--- src/rtl/cppg_map.svh ---
// offsets, field positions, reset values and timing counts of the cascaded pulse timer
`ifndef CPPG_MAP_SVH
`define CPPG_MAP_SVH

// ---------------------------------------------------------------
// register byte offsets
// ---------------------------------------------------------------
`define CPPG_ADDR_W        8
`define CPPG_OFS_CTRL      8'h00
`define CPPG_OFS_PW_LO     8'h04
`define CPPG_OFS_PW_HI     8'h08
`define CPPG_OFS_PER_LO    8'h0C
`define CPPG_OFS_PER_HI    8'h10
`define CPPG_OFS_COUNT     8'h14
`define CPPG_OFS_STATUS    8'h18
`define CPPG_OFS_MASK      8'h1C
`define CPPG_OFS_STATE     8'h20
`define CPPG_OFS_SYSCLK    8'h24

// ---------------------------------------------------------------
// field positions
// ---------------------------------------------------------------
`define CPPG_CTRL_RUN      0
`define CPPG_CTRL_MODE     1
`define CPPG_CTRL_FFI      2
`define CPPG_CTRL_LFFI     3
`define CPPG_CTRL_SEL_LSB  4
`define CPPG_CTRL_SEL_MSB  6
`define CPPG_STAT_MATCH    0
`define CPPG_STATE_FF      0
`define CPPG_STATE_RUN     1
`define CPPG_SYS_HF_EN     0
`define CPPG_SYS_LF_EN     1
`define CPPG_SYS_SEL       2

// ---------------------------------------------------------------
// source clock select codes
// ---------------------------------------------------------------
`define CPPG_SEL_HF        3'h0
`define CPPG_SEL_HF_D2     3'h1
`define CPPG_SEL_HF_D8     3'h2
`define CPPG_SEL_HF_D32    3'h3
`define CPPG_SEL_HF_D128   3'h4
`define CPPG_SEL_HF_D2048  3'h5
`define CPPG_SEL_LF        3'h6
`define CPPG_SEL_EXT       3'h7

// ---------------------------------------------------------------
// reset values
// ---------------------------------------------------------------
`define CPPG_CMP_RST       8'h00
`define CPPG_SYSCLK_RST    3'h1
`define CPPG_MASK_RST      1'h0

// ---------------------------------------------------------------
// clock rates and timing
// ---------------------------------------------------------------
`define CPPG_PCLK_HZ       250000000
`define CPPG_HF_HZ         16000000
`define CPPG_LF_HZ         32768
`define CPPG_ACC_W         29
`define CPPG_DIV_W         11
`define CPPG_WARMUP_MIN_US 16
`define CPPG_WARMUP_MIN_CYC ((`CPPG_WARMUP_MIN_US * (`CPPG_PCLK_HZ / 1000000)))

`endif

--- src/rtl/cppg_pkg.sv ---
// types of the cascaded pulse timer
package cppg_pkg;

	// timer operating mode
	typedef enum logic {
		CPPG_MODE_PULSE,
		CPPG_MODE_WARMUP
	} cppg_mode_t;

	// apb request from the master
	typedef struct packed {
		logic       psel;
		logic       penable;
		logic       pwrite;
		logic [7:0] paddr;
		logic [31:0] pwdata;
	} cppg_apb_req_t;

	// system clock control outputs
	typedef struct packed {
		logic sys_clk_sel;
		logic lf_osc_en;
		logic hf_osc_en;
	} cppg_sysclk_t;

	// all state of the top module
	typedef struct packed {
		logic         run;
		cppg_mode_t   mode;
		logic         ff_init;
		logic         lo_ff_init;
		logic [2:0]   clk_sel;
		logic [15:0]  count;
		logic         ff;
		logic         pin_n;
		logic         stat;
		logic         mask;
		logic         irq;
		logic         pready;
		logic         pslverr;
		logic [31:0]  prdata;
		cppg_sysclk_t sysclk;
	} cppg_state_t;

	// state of the source tick generator
	typedef struct packed {
		logic [28:0] hf_acc;
		logic [28:0] lf_acc;
		logic [10:0] div;
		logic        ev_prev;
		logic        tick;
	} cppg_presc_t;

endpackage

--- src/rtl/cppg_cmp_reg.sv ---
// one 16-bit compare register written as two bytes
`timescale 1ns/1ps
`include "cppg_map.svh"

module cppg_cmp_reg
	import cppg_pkg::*;
#(
	parameter int BYTE_W = 8
) (
	input  wire logic                pclk,
	input  wire logic                presetn,
	input  wire logic                wr_lo,
	input  wire logic                wr_hi,
	input  wire logic [BYTE_W-1:0]   wdata,
	output logic      [2*BYTE_W-1:0] value
);

	logic [2*BYTE_W-1:0] val_ff;
	logic [2*BYTE_W-1:0] nxt_val;

	// no shadow stage: each byte acts at once
	always_comb begin
		nxt_val = val_ff;
		if (wr_lo) begin
			nxt_val[BYTE_W-1:0] = wdata;
		end
		if (wr_hi) begin
			nxt_val[2*BYTE_W-1:BYTE_W] = wdata;
		end
	end

	// register
	always_ff @(posedge pclk or negedge presetn) begin
		if (!presetn) begin
			val_ff <= '0;
		end else begin
			val_ff <= nxt_val;
		end
	end

	assign value = val_ff;

endmodule // cppg_cmp_reg

--- src/rtl/cppg_presc.sv ---
// source tick generator: divided high / low frequency clock or external event
`timescale 1ns/1ps
`include "cppg_map.svh"

module cppg_presc
	import cppg_pkg::*;
(
	input  wire logic       pclk,
	input  wire logic       presetn,
	input  wire logic       clear,
	input  wire logic [2:0] clk_sel,
	input  wire logic       event_in,
	output logic            tick
);

	localparam logic [28:0] PCLK = 29'(`CPPG_PCLK_HZ);
	localparam logic [28:0] HF   = 29'(`CPPG_HF_HZ);
	localparam logic [28:0] LF   = 29'(`CPPG_LF_HZ);

	cppg_presc_t s_ff;
	cppg_presc_t nxt_s;
	logic        hf_tick;
	logic        lf_tick;
	logic [10:0] tap;

	// fractional accumulators give exact mean rates of both clocks
	always_comb begin
		nxt_s = s_ff;
		hf_tick = (s_ff.hf_acc + HF) >= PCLK;
		lf_tick = (s_ff.lf_acc + LF) >= PCLK;
		nxt_s.hf_acc = hf_tick ? (s_ff.hf_acc + HF - PCLK) : (s_ff.hf_acc + HF);
		nxt_s.lf_acc = lf_tick ? (s_ff.lf_acc + LF - PCLK) : (s_ff.lf_acc + LF);
		if (clear) begin
			nxt_s.div = '0;
		end else if (hf_tick) begin
			nxt_s.div = s_ff.div + 11'h001;
		end
		unique case (clk_sel)
			`CPPG_SEL_HF:       tap = 11'h000;
			`CPPG_SEL_HF_D2:    tap = 11'h001;
			`CPPG_SEL_HF_D8:    tap = 11'h007;
			`CPPG_SEL_HF_D32:   tap = 11'h01F;
			`CPPG_SEL_HF_D128:  tap = 11'h07F;
			`CPPG_SEL_HF_D2048: tap = 11'h7FF;
			default:            tap = 11'h000;
		endcase
		nxt_s.ev_prev = event_in;
		// external source counts on the falling edge
		if (clk_sel == `CPPG_SEL_EXT) begin
			nxt_s.tick = s_ff.ev_prev & ~event_in & ~clear;
		end else if (clk_sel == `CPPG_SEL_LF) begin
			nxt_s.tick = lf_tick & ~clear;
		end else begin
			nxt_s.tick = hf_tick & ((s_ff.div & tap) == tap) & ~clear;
		end
	end

	// register
	always_ff @(posedge pclk or negedge presetn) begin
		if (!presetn) begin
			s_ff <= '0;
		end else begin
			s_ff <= nxt_s;
		end
	end

	assign tick = s_ff.tick;

endmodule // cppg_presc

--- src/rtl/cppg_timer.sv ---
// cascaded 16-bit pulse generator and warm-up timer with apb registers
//
// Behaviour
// - two bytes cascade into one 16-bit up-counter
// - width match toggles flop, counter keeps going
// - period match toggles flop, clears, interrupts
// - flop loads initial value; reset clears it
// - pulse pin is inverse of flop
// - compares unbuffered; take effect at once
// - stop holds pin until initial value written
// - warm-up mode times oscillator stabilisation
// - warm-up compares only period upper byte
// - warm-up match interrupts and clears counter
// - 0100h gives 16 us, FF00h 4.08 ms
`timescale 1ns/1ps
`include "cppg_map.svh"

module cppg_timer
	import cppg_pkg::*;
(
	input  wire logic          pclk,
	input  wire logic          presetn,
	input  wire cppg_apb_req_t apb_req,
	output logic               pready,
	output logic [31:0]        prdata,
	output logic               pslverr,
	input  wire logic          lower_timer_event_input,
	output logic               pulse_output_pin_n,
	output logic               upper_timer_interrupt,
	output cppg_sysclk_t       system_clock_control
);

	// ---------------------------------------------------------------
	// declarations
	// ---------------------------------------------------------------
	cppg_state_t s_ff;
	cppg_state_t nxt_s;
	logic [15:0] pulse_width;
	logic [15:0] period;
	logic        src_tick;
	logic        setup;
	logic        commit;
	logic        wr;
	logic        rd;
	logic        mapped;
	logic [31:0] rd_mux;
	logic [15:0] count_inc;
	logic        width_hit;
	logic        period_hit;
	logic        ctrl_wr;

	// ---------------------------------------------------------------
	// apb access phases
	// ---------------------------------------------------------------

	// setup cycle and completing edge
	assign setup  = apb_req.psel & ~apb_req.penable;
	assign commit = apb_req.psel & apb_req.penable & s_ff.pready;
	assign wr     = commit & apb_req.pwrite;
	assign rd     = commit & ~apb_req.pwrite;
	assign ctrl_wr = wr & (apb_req.paddr == `CPPG_OFS_CTRL);

	// ---------------------------------------------------------------
	// compare registers
	// ---------------------------------------------------------------

	// pulse width pair, low byte first by software
	cppg_cmp_reg #(
		.BYTE_W (8)
	) u_pw (
		.pclk    (pclk),
		.presetn (presetn),
		.wr_lo   (wr & (apb_req.paddr == `CPPG_OFS_PW_LO)),
		.wr_hi   (wr & (apb_req.paddr == `CPPG_OFS_PW_HI)),
		.wdata   (apb_req.pwdata[7:0]),
		.value   (pulse_width)
	);

	// period pair, low byte first by software
	cppg_cmp_reg #(
		.BYTE_W (8)
	) u_per (
		.pclk    (pclk),
		.presetn (presetn),
		.wr_lo   (wr & (apb_req.paddr == `CPPG_OFS_PER_LO)),
		.wr_hi   (wr & (apb_req.paddr == `CPPG_OFS_PER_HI)),
		.wdata   (apb_req.pwdata[7:0]),
		.value   (period)
	);

	// ---------------------------------------------------------------
	// source clock
	// ---------------------------------------------------------------

	// selected internal clock or external event edges
	cppg_presc u_presc (
		.pclk     (pclk),
		.presetn  (presetn),
		.clear    (~s_ff.run),
		.clk_sel  (s_ff.clk_sel),
		.event_in (lower_timer_event_input),
		.tick     (src_tick)
	);

	// ---------------------------------------------------------------
	// read multiplexer and decode
	// ---------------------------------------------------------------

	// read data for the address in the setup cycle
	always_comb begin
		rd_mux = 32'h0000_0000;
		mapped = 1'b1;
		unique case (apb_req.paddr)
			`CPPG_OFS_CTRL: begin
				rd_mux[`CPPG_CTRL_RUN]  = s_ff.run;
				rd_mux[`CPPG_CTRL_MODE] = s_ff.mode;
				rd_mux[`CPPG_CTRL_FFI]  = s_ff.ff_init;
				rd_mux[`CPPG_CTRL_LFFI] = s_ff.lo_ff_init;
				rd_mux[`CPPG_CTRL_SEL_MSB:`CPPG_CTRL_SEL_LSB] = s_ff.clk_sel;
			end
			`CPPG_OFS_PW_LO:  rd_mux[7:0] = pulse_width[7:0];
			`CPPG_OFS_PW_HI:  rd_mux[7:0] = pulse_width[15:8];
			`CPPG_OFS_PER_LO: rd_mux[7:0] = period[7:0];
			`CPPG_OFS_PER_HI: rd_mux[7:0] = period[15:8];
			`CPPG_OFS_COUNT:  rd_mux[15:0] = s_ff.count;
			`CPPG_OFS_STATUS: rd_mux[`CPPG_STAT_MATCH] = s_ff.stat;
			`CPPG_OFS_MASK:   rd_mux[`CPPG_STAT_MATCH] = s_ff.mask;
			`CPPG_OFS_STATE: begin
				rd_mux[`CPPG_STATE_FF]  = s_ff.ff;
				rd_mux[`CPPG_STATE_RUN] = s_ff.run;
			end
			`CPPG_OFS_SYSCLK: begin
				rd_mux[`CPPG_SYS_HF_EN] = s_ff.sysclk.hf_osc_en;
				rd_mux[`CPPG_SYS_LF_EN] = s_ff.sysclk.lf_osc_en;
				rd_mux[`CPPG_SYS_SEL]   = s_ff.sysclk.sys_clk_sel;
			end
			default: mapped = 1'b0;
		endcase
	end

	// ---------------------------------------------------------------
	// match detection
	// ---------------------------------------------------------------

	// next count and both compares on it
	always_comb begin
		count_inc  = s_ff.count + 16'h0001;
		width_hit  = (count_inc == pulse_width);
		if (s_ff.mode == CPPG_MODE_WARMUP) begin
			period_hit = (count_inc[15:8] == period[15:8]);
		end else begin
			period_hit = (count_inc == period);
		end
	end

	// ---------------------------------------------------------------
	// next state
	// ---------------------------------------------------------------

	// registers, counter, flop, interrupt and bus answer
	always_comb begin
		nxt_s = s_ff;

		// apb answer: ready in the first access cycle
		nxt_s.pready  = setup;
		nxt_s.pslverr = setup & ~mapped;
		if (setup & ~apb_req.pwrite) begin
			nxt_s.prdata = rd_mux;
		end

		// control writes
		if (ctrl_wr) begin
			nxt_s.run        = apb_req.pwdata[`CPPG_CTRL_RUN];
			nxt_s.mode       = cppg_mode_t'(apb_req.pwdata[`CPPG_CTRL_MODE]);
			nxt_s.ff_init    = apb_req.pwdata[`CPPG_CTRL_FFI];
			nxt_s.lo_ff_init = apb_req.pwdata[`CPPG_CTRL_LFFI];
			nxt_s.clk_sel    = apb_req.pwdata[`CPPG_CTRL_SEL_MSB:`CPPG_CTRL_SEL_LSB];
		end
		if (wr & (apb_req.paddr == `CPPG_OFS_MASK)) begin
			nxt_s.mask = apb_req.pwdata[`CPPG_STAT_MATCH];
		end
		// oscillator enables and clock select driven by software order
		if (wr & (apb_req.paddr == `CPPG_OFS_SYSCLK)) begin
			nxt_s.sysclk.hf_osc_en   = apb_req.pwdata[`CPPG_SYS_HF_EN];
			nxt_s.sysclk.lf_osc_en   = apb_req.pwdata[`CPPG_SYS_LF_EN];
			nxt_s.sysclk.sys_clk_sel = apb_req.pwdata[`CPPG_SYS_SEL];
		end

		// flop loads only while stopped, so a stopping write holds it
		if (ctrl_wr & ~s_ff.run) begin
			nxt_s.ff = apb_req.pwdata[`CPPG_CTRL_FFI];
		end

		// counting
		if (!s_ff.run) begin
			nxt_s.count = 16'h0000;
		end else if (src_tick) begin
			if (period_hit) begin
				nxt_s.count = 16'h0000;
			end else begin
				nxt_s.count = count_inc;
			end
			if (s_ff.mode == CPPG_MODE_PULSE) begin
				// both hits in one step cancel out
				nxt_s.ff = s_ff.ff ^ width_hit ^ period_hit;
			end
		end

		// stopped timer holds the pin until a control write loads the flop
		nxt_s.pin_n = ~nxt_s.ff;

		// sticky match status, set wins over read clear
		if (rd & (apb_req.paddr == `CPPG_OFS_STATUS)) begin
			nxt_s.stat = 1'b0;
		end
		if (s_ff.run & src_tick & period_hit) begin
			nxt_s.stat = 1'b1;
		end

		// level interrupt while unmasked status is set
		nxt_s.irq = nxt_s.stat & nxt_s.mask;
	end

	// ---------------------------------------------------------------
	// state register
	// ---------------------------------------------------------------

	// reset: flop cleared, pin high, stopped, pulse mode
	always_ff @(posedge pclk or negedge presetn) begin
		if (!presetn) begin
			s_ff            <= '0;
			s_ff.pin_n      <= 1'b1;
			s_ff.mask       <= `CPPG_MASK_RST;
			s_ff.sysclk     <= `CPPG_SYSCLK_RST;
		end else begin
			s_ff <= nxt_s;
		end
	end

	// ---------------------------------------------------------------
	// outputs
	// ---------------------------------------------------------------

	// all straight from the state register
	assign pready                = s_ff.pready;
	assign prdata                = s_ff.prdata;
	assign pslverr               = s_ff.pslverr;
	assign pulse_output_pin_n    = s_ff.pin_n;
	assign upper_timer_interrupt = s_ff.irq;
	assign system_clock_control  = s_ff.sysclk;

endmodule // cppg_timer

--- config.mk ---
export PLATFORM = sky130hd
export DESIGN_NAME = cppg_timer
export DESIGN_NICKNAME = d
export VERILOG_FILES = /design/src/rtl/cppg_pkg.sv /design/src/rtl/cppg_cmp_reg.sv /design/src/rtl/cppg_presc.sv /design/src/rtl/cppg_timer.sv
export VERILOG_INCLUDE_DIRS = /design/src /design/src/rtl
export SDC_FILE = /design/constraint.sdc
export NUM_CORES = 1
export LEC_CHECK = 0
export BUFFER_PORTS_ARGS = -buffer_cell sky130_fd_sc_hd__buf_4
export CAP_MARGIN = 20
export CORE_ASPECT_RATIO = 1.75
export CORE_MARGIN = 10
export CORE_UTILIZATION = 45
export CTS_BUF_LIST = sky130_fd_sc_hd__clkbuf_8
export DETAILED_ROUTE_END_ITERATION = 10
export SLEW_MARGIN = 30
export SYNTH_ARGS = -nofsm -noshare
export SYNTH_HDL_FRONTEND = slang
export SYNTH_SLANG_ARGS = --single-unit
--- constraint.sdc ---
create_clock -name pclk -period 3.9 [get_ports pclk]
set_input_delay 0.39 -clock pclk [delete_from_list [all_inputs] [get_ports pclk]]
set_output_delay 0.39 -clock pclk [all_outputs]
set_load 0.05 [all_outputs]
== Word level (Yosys, flattened, before mapping) ==
Cells that the tools add are included.
Cells by class
  add/sub/neg operators: 6
  $lt $le $gt $ge: 2
  eq/ne operators: 22
  muxes and demuxes: 24
  bitwise operators: 33
  reduce and logical (&&, ||, !) cells: 2
Operator list (count)
  $ge A29 B28 Y1 const B: 2
  $mux W29: 2
  $sub A29 B28 Y29 const B: 2
  $pmux W11 S5: 1
  $eq A16 B16 Y1: 2
  $eq A8 B5 Y1 const B: 4
  $mux W16: 2
  $add A29 B16 Y29 const B: 1
  $add A29 B24 Y29 const B: 1
  $and A1 B1 Y1: 24
  $pmux W4 S6: 1
  $mux W11: 2
  $mux W17: 1
  $add A16 B1 Y16 const B: 1
  $eq A8 B4 Y1 const B: 2
  $eq A8 B6 Y1 const B: 2
  $eq A3 B3 Y1 const B: 4
  $add A11 B1 Y11 const B: 1
  $and A11 B11 Y11: 1
  $eq A11 B11 Y1: 1
  $mux W1: 10
  $pmux W1 S10: 1
  $reduce_or A10 Y1: 1
  $eq A8 B3 Y1 const B: 1
  other kinds (11): 19
Word-level totals
  register bits after elaboration: 152
  input bits: 46
  output and inout bits: 39

== Logic depth before layout (Yosys ltp) ==
Gate-level depths: netlist of the first run.
  depth in word-level cells: 10
  gate-level depth with buffers: 12

== Modules after synthesis ==
Synthesis of the first run repeated with hierarchy kept, for this count alone.
Second synthesis, totals
  cells, all modules: 1002
  area, all modules: 9390.3 µm²
By module, submodules not included
  cppg_presc: instances 1, cells an instance 520, area an instance 4359.2 µm², seq. area each 1426.4 µm²
  cppg_timer: instances 1, cells an instance 414, area an instance 3704.8 µm², seq. area each 1228.7 µm²
  cppg_cmp_reg: instances 2, cells an instance 34, area an instance 663.1 µm², seq. area each 400.4 µm²

== Worst setup path before layout of the first run ==
OpenSTA, ideal clock, no wires.
  path kind: register to register
  from: register s_ff[43] (netlist bit)
  to: register s_ff (netlist bit pulse_output_pin_n)
  arrival time: 2659 ps
  slack: 1159 ps
  cell stages (with the launch flop): 12
  buffers on the path: 1
  clock period less this slack: 2741 ps
  path through: dfrtp_1 ha_1 and3_1 buf_6 xnor3_2 o31ai_2 a2111oi_4 o211ai_2 o311a_1 o211ai_1 xor2_1 mux2_2
RTL lines
  start: declaration: line cppg_timer.sv:36  | cppg_state_t s_ff;
  start signal: assignment: line cppg_timer.sv:236  | s_ff <= nxt_s;

==> reports/qor.yml, run 1 <==
grt_max_degree: 78
first_global_vias: 7043
period_share: 0.882
post-route-min-period_ns: 3.44
min_from: "lower_timer_event_input"
antenna_found_initial: 0
vias: 7102
cts_hold_buf: 1
routed_wl_um: 23700
synth_warnings: 0
slew-limit-headroom: 0.447
htree_num_levels: 4
drv_slew: 0
synth_area_mm2: 0.00902
internal_power_w: 0.00206
hp-class: "input port to register"
io_pins: 85
async_reset_ff_frac: 1.00
antenna_cells: 0
tightest_slew_ns: 0.824
ys_seq_elements: 138
grt_usage: 0.180
overflow: 0
netlist_top_cells_count: "136 x dfrtp_1, 95 x nand2_1, 63 x xnor2_1, 57 x nor2_1, 45 x o21ai_0"
synth_edf_count: 0
vias_per_cell: 5.84
cts_tree: "done"
ant_nets: 0
synthCells: 943
power_frac_comb: 0.071
clkTransAtPathRegs_ns: 0.08
place_hpwl_um: 17500
area_delta_synth_final_pct: 7.94
yosysTopAreaCell: "dfrtp_1"
timing.fmax_ghz: 0.291
clock-root-buffer: "clkbuf_8"
clkLatencyLatePin_ns: 0.48
worstSetupPathType: "register to register"
ys_top_cells_by_area: "dfrtp_1 38%, xnor2_1 6.1%, mux2_2 5.5%"
ctsLongestPathBuffers: 2
cts_sinks: 138
drt_iter0_drc: 639
cts-resized-gates: 0
clockPowerShare: 0.416
start_kind: "register"
fin_tns_setup_ns: 0
power_switching_w: 0.000776
cp_top_family: "compound AO/OA/AOI/OAI gates"
wl_per_cell_um: 19.5
start_util: 0.457
required_ns: 4.30
ys_types: 97
die_w_um: 127
hold_violations: 0
first_pass_iters: 7
die_y_um: 207
fin_nets: 1013
cp-end-kind: "register"
crit_chain: "ha_1 -> and3_1 -> xnor3_2 -> o31ai_2 -> a2111oi_4 -> o211ai_2 -> o311a_1 -> o211ai_1 -> xor2_1 -> mux2_2"
numCtsBuffers: 17
p_leak_nw: 4.15
synth_top_area_frac: 0.377
setup_viol: 0
status: "completed"
power.density_mw_per_mm2: 292
skew_ns: 0.0165
irDropWorstVdd_mv: 0.243
post_cts_buffers: 0
crit_start: "s_ff[43]"
final_area_mm2: 0.00973
drcViolationCount: 0
rsz0062_at_grt: "false"
r2r-start: "s_ff[43]"
pwr-share-seq: 0.513
gp_congestion: 0.901
crit_arrival_ns: 3.85
placed_area_mm2: 0.00934
synth_area_per_cell_um2: 9.56
grt_pass1_wl_um: 38300
max-cap-violations: 0
crit_fanout: 8
core_region_area_mm2: 0.0197
crit_slowest_cell: "and3_1"
ys_seq_area_frac: 0.383
ys.flop_type: "dfrtp_1"
die-area_mm2: 0.0263
port_buffers: 44
synth.most_common_cell: "dfrtp_1"
switching_share: 0.274
row_count: 68
drive_above_1_share: 0.179
crit_buf_inv: 0
cpPeakStageDelay_ns: 0.47
## area by class of cell
class                   count  area (µm²)
flip-flops and latches    138        3460
multi-input cells         720        5040
repair buffers             60         469
clock inverters            15         151
fillers                  1894       10000
inverters                  21        78.8
clock buffers              17         234
well taps                 245         307
## power groups by stage
stage | combinational [W] | clock, W | sequential [W]
4_1_cts | 0.000205 | 0.00122 | 0.00146
3_3_place_gp | 0.000201 | 0 | 0.00149
6_report | 0.000200 | 0.00118 | 0.00146
5_1_grt | 0.000217 | 0.00128 | 0.00146
2_1_floorplan | 0.000136 | 0 | 0.00148
3_5_place_dp | 0.000203 | 0 | 0.00148
## worst paths after layout
kind                                            to  slack (ns)  depth (start not counted)
min in group asynchronous         u_presc.s_ff[60]        0.53                          2
max in group asynchronous  system_clock_control[0]        2.53                          3
setup reg to reg                pulse_output_pin_n        0.46                         10
hold / removal                     u_presc.s_ff[1]        0.04                          1
hold reg to reg                          prdata[9]        0.47                          2
setup / recovery                pulse_output_pin_n        0.46                         10
## kinds of logic after synthesis
family	count (synthesis)	share of synthesized area
AO/OA/AOI/OAI	204	0.164
XOR/XNOR	107	0.110
adder cells (fa/ha/maj)	9	0.0125
buffers and inverters	100	0.0663
flip-flops	138	0.383
multiplexers	53	0.0649
other	1	0.000416
AND/OR/NAND/NOR	331	0.198
## layout by cell type, fill, tap and decap left out, drive strengths merged, types with 13 or more instances in the layout
master and n:
a21oi 20, a22oi 17, nor2 60, a31oi 19, nand2b 13, and3 14
nand2 97, inv 28, nor3 13, mux2 44, nand4 21, buf 59
nand3 38, xnor2 65, dfrtp 136, o21ai 57, clkbuf 17, conb 16
xor2 39, and2 19
## state kept, by name, summed over array words and instances, names as in the netlist
name                   flops
pready                     1
prdata                    16
pslverr                    1
upper_timer_interrupt      1
u_presc.s_ff              56
u_per.value               16
s_ff                      26
u_pw.value                16
system_clock_control       3
pulse_output_pin_n         1
u_presc.tick               1
## metrics by stage
stage | util | power (W) | worst slack (ns) | hold slack, ns | cells
after floorplan | - | 0.00162 | 1.16 | 0.0944 | 958
after global placement | 0.473 | 0.00169 | 0.532 | 0.456 | 1183
after detailed placement | 0.473 | 0.00169 | 0.491 | 0.463 | 1183
after CTS | 0.493 | 0.00288 | 0.459 | 0.0143 | 1216
after global routing | 0.493 | 0.00296 | 0.320 | 0.00464 | 1216
final | 0.493 | 0.00284 | 0.459 | 0.0358 | 1216
## routing by layer
layer,vias up,part of all wire,GRT usage
met2,151,0.54,0.328
met5,-,0,0
met4,0,0.042,0.0983
met1,3510,0.38,0.187
met3,55,0.031,0.0327
li1,3386,-,-
No activity file was read; power rests on OpenSTA's default activity.
==> run 2: changes to the inputs <==
--- a/config.mk
+++ b/config.mk
@@ -13,6 +13,7 @@
 export CORE_UTILIZATION = 45
 export CTS_BUF_LIST = sky130_fd_sc_hd__clkbuf_8
 export DETAILED_ROUTE_END_ITERATION = 10
+export RECOVER_POWER = 50
 export SLEW_MARGIN = 30
 export SYNTH_ARGS = -nofsm -noshare
 export SYNTH_HDL_FRONTEND = slang
==> run 2 against run 1 <==
  * Power decreased by 0.15%
  * Critical path depth unchanged
  * Largest power group unchanged
  * Global-route usage unchanged
  * Register-to-register slack about the same
  * Sequential power about the same
  * The run now ends with max-capacitance violations, max-slew violations left
==> reports/qor.yml, run 2 (same netlist as run 1, synthesis figures left out) <==
port_buffers: 44  # unchanged
drv_slew: 77  # +77
start_kind: "register"
drive_above_1_share: 0.173  # -0.00618
cpPeakStageDelay_ns: 0.47  # about the same
grt_pass1_wl_um: 38300  # unchanged
crit_arrival_ns: 3.83  # -0.02 ns
power.total_w: 0.00283  # -0.15%
slew-limit-headroom: -0.356  # -0.802
setup_slack_ns: 0.474  # +0.0149 ns
grt_usage: 0.180  # unchanged
ctsLongestPathBuffers: 2  # unchanged
clkTransAtPathRegs_ns: 0.09  # about the same
fin_nets: 1013  # unchanged
start_util: 0.457  # unchanged
vias: 7098  # -0.056%
core_region_area_mm2: 0.0197  # unchanged
preCtsSetupSlack_ns: 0.491  # unchanged
post_cts_buffers: 0  # unchanged
area_delta_synth_final_pct: 7.62
drt_iter0_drc: 627  # -1.9%
layout_commonest_cell: "dfrtp_1"
top_regs: "u_presc.s_ff x56, s_ff x26"
first_global_vias: 7043  # unchanged
cts_sinks: 138  # unchanged
clkLatencyLatePin_ns: 0.47  # about the same
gp_congestion: 0.901  # unchanged
worstSetupPathType: "register to register"
largest_register: "u_presc.s_ff"
row_count: 68  # unchanged
violations: "max-capacitance violations, max-slew violations"
hold_violations: 0  # unchanged
crit_fanout: 8  # unchanged
place_hpwl_um: 17500  # unchanged
required_ns: 4.30  # about the same
antenna_cells: 0  # unchanged
irDropWorstVdd_mv: 0.242  # about the same
mostFrequentLayoutCells: "136 x dfrtp_1, 95 x nand2_1, 63 x xnor2_1"
timing.fmax_ghz: 0.292  # +0.43%
hp-class: "input port to register"
first_pass_iters: 6  # -1
routed_wl_um: 23700  # about the same
skew_ns: 0.0163  # -0.000165 ns
drcViolationCount: 0  # unchanged
cp-end-kind: "register"
grt_max_degree: 78  # unchanged
post-route-min-period_ns: 3.43  # -0.0149 ns
numCtsBuffers: 17  # unchanged
crit_slowest_cell: "and3_1"
io_pins: 85  # unchanged
die-area_mm2: 0.0263  # unchanged
period_share: 0.879  # -0.00381
overflow: 0  # unchanged
power.density_mw_per_mm2: 292  # +0.15%
htree_num_levels: 4  # unchanged
die_y_um: 207  # unchanged
max-cap-violations: 1  # +1
largest_register_ffs: 56  # unchanged
vias_per_cell: 5.84  # about the same
fin_util: 0.492  # -0.00146
crit_chain: "ha_1 -> and3_1 -> xnor3_2 -> o31ai_2 -> a2111oi_4 -> o211ai_2 -> o311a_1 -> o211ai_1 -> xor2_1 -> mux2_2"
wl_per_cell_um: 19.5  # about the same
cts_tree: "done"
fin_tns_setup_ns: 0  # unchanged
status: "finished with violations"
rsz0062_at_grt: "false"
setup_viol: 0  # unchanged
p_leak_nw: 4.12  # -0.65%
die_w_um: 127  # unchanged
ant_nets: 0  # unchanged
antenna_found_initial: 0  # unchanged
tightest_slew_ns: 2.03  # +1.21 ns
clock-root-buffer: "clkbuf_8"
[run 2: area by class of cell]
type | count | area, µm²
multi-input cells | 720 | 5040
clock inverters | 15 | 151
flip-flops and latches | 138 | 3460
inverters | 21 | 78.8
fillers | 1899 | 10000
repair buffers | 60 | 440
clock buffers | 17 | 234
well taps | 245 | 307
[run 2: power breakdown]
| group | switching, W | leakage (nW) | internal, W |
|---|---|---|---|
| Combinational | 0.000151 | 2.08 | 0.0000474 |
| Sequential | 0.0000118 | 1.84 | 0.00144 |
| Clock | 0.000611 | 0.197 | 0.000568 |
| Total | 0.000773 | 4.12 | 0.00206 |
[run 2: through the flow]
| step | hold slack, ns | cell area, µm² | std cells |
|---|---|---|---|
| global placement | 0.456 | 9330 | 1183 |
| detailed placement | 0.463 | 9340 | 1183 |
| global route | 0.0220 | 9710 | 1216 |
| CTS | 0.0143 | 9730 | 1216 |
| finish | 0.0611 | 9710 | 1216 |
| floorplan | 0.0944 | 9070 | 958 |
[run 2: path summary, 6_finish.rpt]
| path | depth (start not counted) | slack [ns] | endpoint | start |
|---|---|---|---|---|
| max | 10 | 0.47 | pulse_output_pin_n | s_ff[43] |
| min | 1 | 0.06 | u_presc.s_ff[1] | lower_timer_event_input |
| max reg2reg | 10 | 0.47 | pulse_output_pin_n | s_ff[43] |
| min reg2reg | 2 | 0.47 | prdata[9] | prdata[9] |
| max in group asynchronous | 2 | 1.66 | s_ff[62] | presetn |
| min in group asynchronous | 2 | 1.03 | u_presc.s_ff[60] | presetn |
[run 2: critical path: cells and delay by family, from the launching register on]
| kind | cells | cell delay [ns] |
|---|---|---|
| xor gates and xnor gates | 2 | 0.40 |
| adders and majority gates | 1 | 0.33 |
| AOI/OAI and AO/OA | 5 | 1.42 |
| and+or+nand+nor | 1 | 0.47 |
| DFF | 1 | 0.46 |
| muxes | 1 | 0.30 |
[run 2: what timing repair did]
item                      4_1_cts  5_1_grt
hold endpoints to repair       30        0
gates resized for setup         0        0
hold buffers                    1        0
[run 2: routing by layer]
layer | track usage | vias to the layer above | wire, µm
met5 | 0 | - | 0
met2 | 0.328 | 151 | 12800
met1 | 0.187 | 3506 | 9030
met3 | 0.0327 | 58 | 750
li1 | - | 3383 | -
met4 | 0.0983 | 0 | 1120
